--- src/rtl/ectimer_defs.vh ---
`ifndef ECTIMER_DEFS_VH
`define ECTIMER_DEFS_VH
// ****************************************
// register map (byte addresses)
// ****************************************
`define REG_COUNT 4'h0
`define REG_MODE 4'h4
`define REG_START 4'h8
`define REG_STATUS 4'hc
// ****************************************
// mode register fields
// ****************************************
`define MODE_SEL_LO 0
`define MODE_SEL_HI 1
`define MODE_EDGE_LO 2
`define MODE_EDGE_HI 3
`define MODE_MEAS_WIDTH 4
`define MODE_SRC_TIMER 5
`define MODE_CLK_LO 6
`define MODE_CLK_HI 7
// ****************************************
// encodings
// ****************************************
`define OPMODE_TIMER 2'h0
`define OPMODE_EVENT 2'h1
`define OPMODE_MEASURE 2'h2
`define EDGE_FALL 2'h0
`define EDGE_RISE 2'h1
`define EDGE_BOTH 2'h2
`define CLKSEL_DIV1 2'h0
`define CLKSEL_DIV8 2'h1
`define CLKSEL_DIV32 2'h2
`define CLKSEL_SUB32 2'h3
// ****************************************
// reset values and divider counts
// ****************************************
`define MODE_RESET 8'h00
`define COUNT_RESET 16'h0000
`define DIV8_COUNT 8
`define DIV32_COUNT 32
`endif

--- src/rtl/edge_sync.v ---
`timescale 1ns/1ps
// two-flop synchroniser with edge select
module edge_sync (
  // clock and reset
  input wire clk_i,
  input wire rst_i,
  // pin and select
  input wire pin_i,
  input wire rise_en_i,
  input wire fall_en_i,
  // result
  output wire edge_o
);
  reg meta;
  reg sync;
  reg last;
  always @(posedge clk_i) begin
    if (rst_i) begin
      meta <= 1'b0;
      sync <= 1'b0;
      last <= 1'b0;
    end else begin
      meta <= pin_i;
      sync <= meta;
      last <= sync;
    end
  end
  assign edge_o = (rise_en_i & sync & ~last) | (fall_en_i & ~sync & last);
endmodule

--- src/rtl/clk_prescale.v ---
`timescale 1ns/1ps
`include "ectimer_defs.vh"
// prescaler: one-cycle ticks of the divided clocks
module clk_prescale (
  // clock and reset
  input wire clk_i,
  input wire rst_i,
  // subclock tick, one cycle per subclock period
  input wire sub_tick_i,
  input wire [1:0] sel_i,
  // tick out
  output reg tick_o
);
  reg [4:0] div_cnt;
  reg [4:0] sub_cnt;
  always @(posedge clk_i) begin
    if (rst_i) begin
      div_cnt <= 5'h00;
      sub_cnt <= 5'h00;
    end else begin
      div_cnt <= div_cnt + 5'h01;
      if (sub_tick_i)
        sub_cnt <= sub_cnt + 5'h01;
    end
  end
  always @* begin
    case (sel_i)
      `CLKSEL_DIV1: tick_o = 1'b1;
      `CLKSEL_DIV8: tick_o = (div_cnt[2:0] == 3'h7);
      `CLKSEL_DIV32: tick_o = (div_cnt == 5'h1f);
      `CLKSEL_SUB32: tick_o = sub_tick_i & (sub_cnt == 5'h1f);
      default: tick_o = 1'b0;
    endcase
  end
endmodule

--- src/rtl/event_count_pulse_measure_timer.v ---
`timescale 1ns/1ps
`include "ectimer_defs.vh"
// Operation
// - mode register low two bits pick timer, event count or measurement
// - event mode counts pin edges or another timer's overflow
// - count edge selectable: rising, falling, or both
// - event mode counts down, reloads on underflow, keeps counting
// - reload value n gives one underflow per n+1 events
// - counting runs while start flag is 1, halts at 0
// - event mode requests interrupt on every underflow
// - event mode count read returns live counter
// - write while halted loads reload and counter together
// - write while running loads reload only, counter at next reload
// - measurement counts up, captures to reload on edge, restarts at zero
// - measurement edge requests interrupt, except first edge after start
// - measurement overflow requests interrupt and sets overflow flag
// - mode write while started clears overflow flag
// - measurement count read returns reload register capture
// - measurement result undefined before second edge after start
// - measurement mode ignores count register writes
// - input pin is measured pulse or count source by mode
module event_count_pulse_measure_timer #(
  parameter WIDTH = 16
) (
  // clock and reset
  input wire clk_i,
  input wire rst_i,
  // classic wishbone slave
  input wire cyc_i,
  input wire stb_i,
  input wire we_i,
  input wire [3:0] adr_i,
  input wire [3:0] sel_i,
  input wire [31:0] dat_i,
  output reg [31:0] dat_o,
  output reg ack_o,
  // count sources
  input wire count_input_pin_i,
  input wire timer_ovf_i,
  input wire subclk_tick_i,
  // events
  output reg irq_o,
  output reg underflow_o
);
  // ****************************************
  // registers
  // ****************************************
  reg [WIDTH-1:0] counter;
  reg [WIDTH-1:0] reload;
  reg [7:0] mode;
  reg start;
  reg overflow;
  reg first_seen;
  reg second_seen;
  wire [1:0] opmode;
  wire [1:0] edge_sel;
  wire [1:0] clk_sel;
  wire rise_en;
  wire fall_en;
  wire pin_edge;
  wire meas_tick;
  wire is_event;
  wire is_measure;
  wire event_hit;
  wire meas_edge;
  wire acc;
  wire wr;
  wire wr_count;
  wire wr_mode;
  wire wr_start;
  wire cnt_max;

  assign opmode = mode[`MODE_SEL_HI:`MODE_SEL_LO];
  assign edge_sel = mode[`MODE_EDGE_HI:`MODE_EDGE_LO];
  assign clk_sel = mode[`MODE_CLK_HI:`MODE_CLK_LO];
  assign is_event = (opmode == `OPMODE_EVENT);
  assign is_measure = (opmode == `OPMODE_MEASURE);

  // ****************************************
  // edge selection
  // ****************************************
  // event and measurement edge choice
  assign rise_en = is_measure ? (mode[`MODE_MEAS_WIDTH] | (edge_sel != `EDGE_FALL))
                              : ((edge_sel == `EDGE_RISE) | (edge_sel == `EDGE_BOTH));
  assign fall_en = is_measure ? (mode[`MODE_MEAS_WIDTH] | (edge_sel == `EDGE_FALL))
                              : ((edge_sel == `EDGE_FALL) | (edge_sel == `EDGE_BOTH));

  // one pin, role set by mode
  edge_sync u_edge_sync (
    .clk_i(clk_i),
    .rst_i(rst_i),
    .pin_i(count_input_pin_i),
    .rise_en_i(rise_en),
    .fall_en_i(fall_en),
    .edge_o(pin_edge)
  );

  clk_prescale u_clk_prescale (
    .clk_i(clk_i),
    .rst_i(rst_i),
    .sub_tick_i(subclk_tick_i),
    .sel_i(clk_sel),
    .tick_o(meas_tick)
  );

  assign event_hit = mode[`MODE_SRC_TIMER] ? timer_ovf_i : pin_edge;
  assign meas_edge = is_measure & start & pin_edge;
  assign cnt_max = (counter == {WIDTH{1'b1}});

  // ****************************************
  // bus decode
  // ****************************************
  // every access answers in the cycle after strobe; unmapped reads give zero
  // writes land at the edge where the master sees ack, never a cycle early
  assign acc = cyc_i & stb_i & ~ack_o;
  assign wr = cyc_i & stb_i & we_i & ack_o;
  assign wr_count = wr & (adr_i == `REG_COUNT) & sel_i[0];
  assign wr_mode = wr & (adr_i == `REG_MODE) & sel_i[0];
  assign wr_start = wr & (adr_i == `REG_START) & sel_i[0];

  always @(posedge clk_i) begin
    if (rst_i) begin
      ack_o <= 1'b0;
      dat_o <= 32'h00000000;
    end else begin
      ack_o <= acc;
      dat_o <= 32'h00000000;
      if (acc & ~we_i) begin
        case (adr_i)
          `REG_COUNT: dat_o[WIDTH-1:0] <= is_measure ? reload : counter;
          `REG_MODE: dat_o[7:0] <= mode;
          `REG_START: dat_o[0] <= start;
          // valid bit marks capture past second edge
          `REG_STATUS: dat_o[1:0] <= {second_seen, overflow};
          default: dat_o <= 32'h00000000;
        endcase
      end
    end
  end

  // ****************************************
  // control registers
  // ****************************************
  always @(posedge clk_i) begin
    if (rst_i) begin
      mode <= `MODE_RESET;
      start <= 1'b0;
    end else begin
      if (wr_mode)
        mode <= dat_i[7:0];
      if (wr_start)
        start <= dat_i[0];
    end
  end

  // ****************************************
  // counter and reload
  // ****************************************
  always @(posedge clk_i) begin
    if (rst_i) begin
      counter <= `COUNT_RESET;
      reload <= `COUNT_RESET;
      underflow_o <= 1'b0;
      irq_o <= 1'b0;
      overflow <= 1'b0;
      first_seen <= 1'b0;
      second_seen <= 1'b0;
    end else begin
      underflow_o <= 1'b0;
      irq_o <= 1'b0;
      if (wr_start & dat_i[0] & ~start) begin
        first_seen <= 1'b0;
        second_seen <= 1'b0;
      end
      if (is_event) begin
        if (wr_count) begin
          reload <= dat_i[WIDTH-1:0];
          if (~start)
            counter <= dat_i[WIDTH-1:0];
        end
        if (start & event_hit) begin
          if (counter == {WIDTH{1'b0}}) begin
            counter <= wr_count ? dat_i[WIDTH-1:0] : reload;
            underflow_o <= 1'b1;
            irq_o <= 1'b1;
          end else begin
            counter <= counter - {{(WIDTH-1){1'b0}}, 1'b1};
          end
        end
      end else if (is_measure) begin
        if (meas_edge) begin
          reload <= counter;
          counter <= `COUNT_RESET;
          first_seen <= 1'b1;
          if (first_seen)
            second_seen <= 1'b1;
          if (first_seen)
            irq_o <= 1'b1;
        end else if (start & meas_tick) begin
          counter <= counter + {{(WIDTH-1){1'b0}}, 1'b1};
          if (cnt_max)
            irq_o <= 1'b1;
        end
      end else begin
        // interval timer: internal count source, down count with reload
        if (wr_count) begin
          reload <= dat_i[WIDTH-1:0];
          if (~start)
            counter <= dat_i[WIDTH-1:0];
        end
        if (start & meas_tick) begin
          if (counter == {WIDTH{1'b0}}) begin
            counter <= reload;
            underflow_o <= 1'b1;
            irq_o <= 1'b1;
          end else begin
            counter <= counter - {{(WIDTH-1){1'b0}}, 1'b1};
          end
        end
      end
      if (is_measure & start & meas_tick & ~meas_edge & cnt_max)
        overflow <= 1'b1;
      else if (wr_mode & start)
        overflow <= 1'b0;
    end
  end
endmodule

--- config.mk ---
export PLATFORM = sky130hd
export DESIGN_NAME = event_count_pulse_measure_timer
export DESIGN_NICKNAME = d
export VERILOG_FILES = /design/src/rtl/edge_sync.v /design/src/rtl/clk_prescale.v /design/src/rtl/event_count_pulse_measure_timer.v
export VERILOG_INCLUDE_DIRS = /design/src /design/src/rtl
export SDC_FILE = /design/constraint.sdc
export NUM_CORES = 1
export LEC_CHECK = 0
export ABC_AREA = 1
export BUFFER_PORTS_ARGS = -buffer_cell sky130_fd_sc_hd__buf_2
export CAP_MARGIN = 20
export CORE_ASPECT_RATIO = 1.25
export CORE_UTILIZATION = 43
export CTS_CLUSTER_SIZE = 8
export DETAILED_ROUTE_END_ITERATION = 12
export SLEW_MARGIN = 20
export SYNTH_ARGS = -nofsm -noshare
export SYNTH_HDL_FRONTEND = slang
export SYNTH_SLANG_ARGS = --single-unit
--- constraint.sdc ---
create_clock -name clk_i -period 2.5 [get_ports clk_i]
set_clock_uncertainty 0.1 [all_clocks]
set_input_delay 0.125 -clock clk_i [delete_from_list [all_inputs] [get_ports clk_i]]
set_output_delay 0.125 -clock clk_i [all_outputs]
set_load 0.05 [all_outputs]
==> impl_metrics.py <==
metrics = {
    "finish": {
        "n_antenna_cell": 0,
        "nFillCells": 1425,
        "finalNonFillerCells": 1182,
        "synthToLayoutAreaGrowth_pct": 14.22,
        "final_layout_size_suffix_gt1_share_pct": 12.52,
        "seq_area_sq_um": 1521,
        "nets": 1067,
        "multi_input_area_sq_um": 3450,
        "fin_util_pct": 50.40,
    },
    "place": {
        "gp_congestion": 0.9482,
        "portBuffers": 47,
        "dp_hpwl_um": 13460,
        "dp_slack_ns": 0.1754,
        "place_inst": 1157,
    },
    "clock_tree": {
        "insertion_delay_ns": 0.35,
        "cts-htree-levels": 3,
        "clk_pin_slew_ns": 0.06,
        "clkSinkCount": 76,
        "clk_path_buf_depth": 2,
        "cts_tree": "built",
        "cts_root_buf": "clkbuf_16",
        "cts_setup_buffers": 0,
        "numCtsBuffers": 9,
    },
    "timing": {
        "setup_viol": 0,
        "max_slew.worst_pin.slew_ns": 0.5419,
        "hold_viol_final": 0,
        "slew_violations": 0,
        "fmax_mhz": 435.0,
        "fin_ws_ns": 0.2010,
        "fin_setup_tns_ns": 0,
        "period_share_pct": 91.96,
        "holdWs_ns": 0.01492,
        "fin_crit_ns": 2.299,
        "max_slew_margin_pct": 63.83,
        "rsz0062_at_grt": "false",
    },
    "yosys": {
        "synth_cells": 955,
        "synthTopCellsByArea": "dfxtp_1 (27%), nand2_1 (22%), nand3_1 (7.9%), a21oi_1 (6.5%), nor2_1 (6.5%)",
        "synth_seq_cells": 76,
        "synth_area_sq_um": 5587,
        "yosysTopAreaCell": "dfxtp_1",
        "synth_top_area_share_pct": 27.23,
        "synth-main-ff-cell": "dfxtp_1",
        "synth_edf_count": 0,
        "syn_area_per_cell_sq_um": 5.850,
        "synthArstFlopShare_pct": 0,
        "synth.distinct_cells": 38,
        "ys_seq_area_share_pct": 27.23,
        "yosys_warnings": 0,
    },
    "pwr": {
        "leakage_nw": 3.002,
        "powerDensity_nw_per_um2": 430.8,
        "peakVddDrop_uv": 382.9,
    },
    "floorplan": {
        "die-height_um": 129.4,
        "core_sq_um": 12660,
        "start_util_pct": 44.12,
        "io_pins": 83,
        "dieArea_sq_um": 13450,
        "std_cell_rows": 46,
        "die_w_um": 104.0,
    },
    "grt": {
        "grt_max_degree": 46,
        "grt_pass1_vias": 5907,
        "grt_pass1_wl_um": 30060,
        "gr-total-overflow": 0,
        "antenna_found_initial": 0,
        "track_usage_pct": 28.81,
    },
    "setup_path": {
        "cp-start-kind": "flip-flop",
        "r2r_slack_ns": 0.20,
        "critPathMaxStageDelay_ns": 0.37,
        "path_delay_family": "simple AND/OR/NAND/NOR gates",
        "crit_start": "u_clk_prescale.sub_cnt[1]",
        "cp.required_ns": 2.68,
        "critPathKind": "reg2reg",
        "cp_data_arrival_time_ns": 2.48,
        "cp.buffers_inverters": 3,
        "path_common_cell": "nand2_1",
        "r2r_start": "u_clk_prescale.sub_cnt[1]",
        "crit_slowest_cell": "nor4_1",
        "critPathMaxFanout": 8,
        "path_cells": "ha_1 > inv_1 > nor3_1 > ha_1 > inv_1 > nor2_1 > nor2_1 > nor2_4 > inv_2 > nor4_1 > nand2_1 > nand2_1 > nand2_1 > o21ai_0",
        "endpoint_kind": "flip-flop",
    },
    "hold_path": {
        "hold_class": "in2reg",
        "worstHoldStart": "dat_i[1]",
    },
    "drt": {
        "vias": 6255,
        "drt_iter0_drc": 429,
        "finalWirelength_um": 18520,
        "drc": 0,
        "drt_first_pass_iters": 5,
        "wl_per_cell_um": 15.67,
        "avgViaCountPerCell": 5.292,
        "ant_nets": 0,
    },
    "job": {
        "maxCapViolCount": 0,
    },
    "status": {
        "status": "completed",
    },
}
## report_power, final
group / switching (W) / internal [W]
sequential: 0.00000772 / 0.00122
clock: 0.000549 / 0.000773
combinational: 0.000143 / 0.0000535
total: 0.000700 / 0.00205
## Yosys cell counts, types with 10 or more instances
cell      number
inv_1         73
a21oi_1       73
dfxtp_1       76
buf_4         19
nor3_1        15
clkbuf_1      17
nor2_1        96
ha_1          10
nand4_1       16
nand2_1      324
nand3_1       88
buf_2         16
o21ai_0       59
## sequential cells by signal, indices dropped and copies added (netlist names), 5 cells and up
register	cells
dat_o	16
u_clk_prescale.div_cnt	5
u_clk_prescale.sub_cnt	5
reload	16
mode	8
counter	16
## worst register-to-register path, stage by stage (launching register included)
cell and delay, ns:
dfxtp_1 0.36, ha_1 0.19, inv_1 0.06, nor3_1 0.15
ha_1 0.17, inv_1 0.04, nor2_1 0.10, nor2_1 0.08
nor2_4 0.11, inv_2 0.14, nor4_1 0.37, nand2_1 0.15
nand2_1 0.09, nand2_1 0.05, o21ai_0 0.09
## through the flow
stage | instance area, sq um | total power (W)
global placement | 5983 | 0.001442
global route | 6381 | 0.002840
CTS | 6366 | 0.002770
floorplan | 5643 | 0.001402
detailed placement | 5983 | 0.001443
finish | 6381 | 0.002749
## layout make-up
cell class,instances,share of cell area (%)
repair buffers,90,9.294
flip-flops and latches,76,23.84
clock buffers,10,3.588
well taps,168,3.294
multi-input cells,749,54.06
clock inverters,6,1.000
inverters,83,4.922
## path summary, 6_finish.rpt
kind,endpoint,cells past startpoint
max reg2reg,irq_o,14
min reg2reg,u_edge_sync.sync,2
min,mode[1],3
max,irq_o,14
## layer usage
| layer | global-route usage, % | wire (um) |
|---|---|---|
| met1 | 34.36 | 7895 |
| met2 | 48.86 | 8790 |
| met3 | 4.930 | 1012 |
| met4 | 17.39 | 822 |
| met5 | 0 | 0 |
## placed cells by master, fill, tap and decap left out, types with 7 or more instances in the layout
master	netlist	layout
a21oi_1	73	73
buf_2	16	47
buf_4	19	33
clkbuf_16	0	9
conb_1	1	16
dfxtp_1	76	76
dlygate4sd3_1	0	9
ha_1	10	10
inv_1	73	73
nand2_1	324	323
nand3_1	88	88
nand4_1	16	16
nor2_1	96	96
nor2_4	6	7
nor3_1	15	15
o21ai_0	59	58
o21ai_1	6	7
## logic make-up after synthesis
| logic type | synth area share [%] |
|---|---|
| buffers and inverters | 12.30 |
| AO/OA/AOI/OAI | 14.13 |
| AND/OR/NAND/NOR | 43.25 |
| flip-flops | 27.23 |
| XOR/XNOR | 0.7838 |
| other | 0.06712 |
| adder cells (fa/ha/maj) | 2.240 |
## repair_timing
item | CTS | global route
endpoints found under the hold margin | 7 | 0
setup endpoints to repair | 0 | 11
hold buffers | 9 | 0
gates resized for setup | 0 | 4
(Power assumes the default switching activity.)
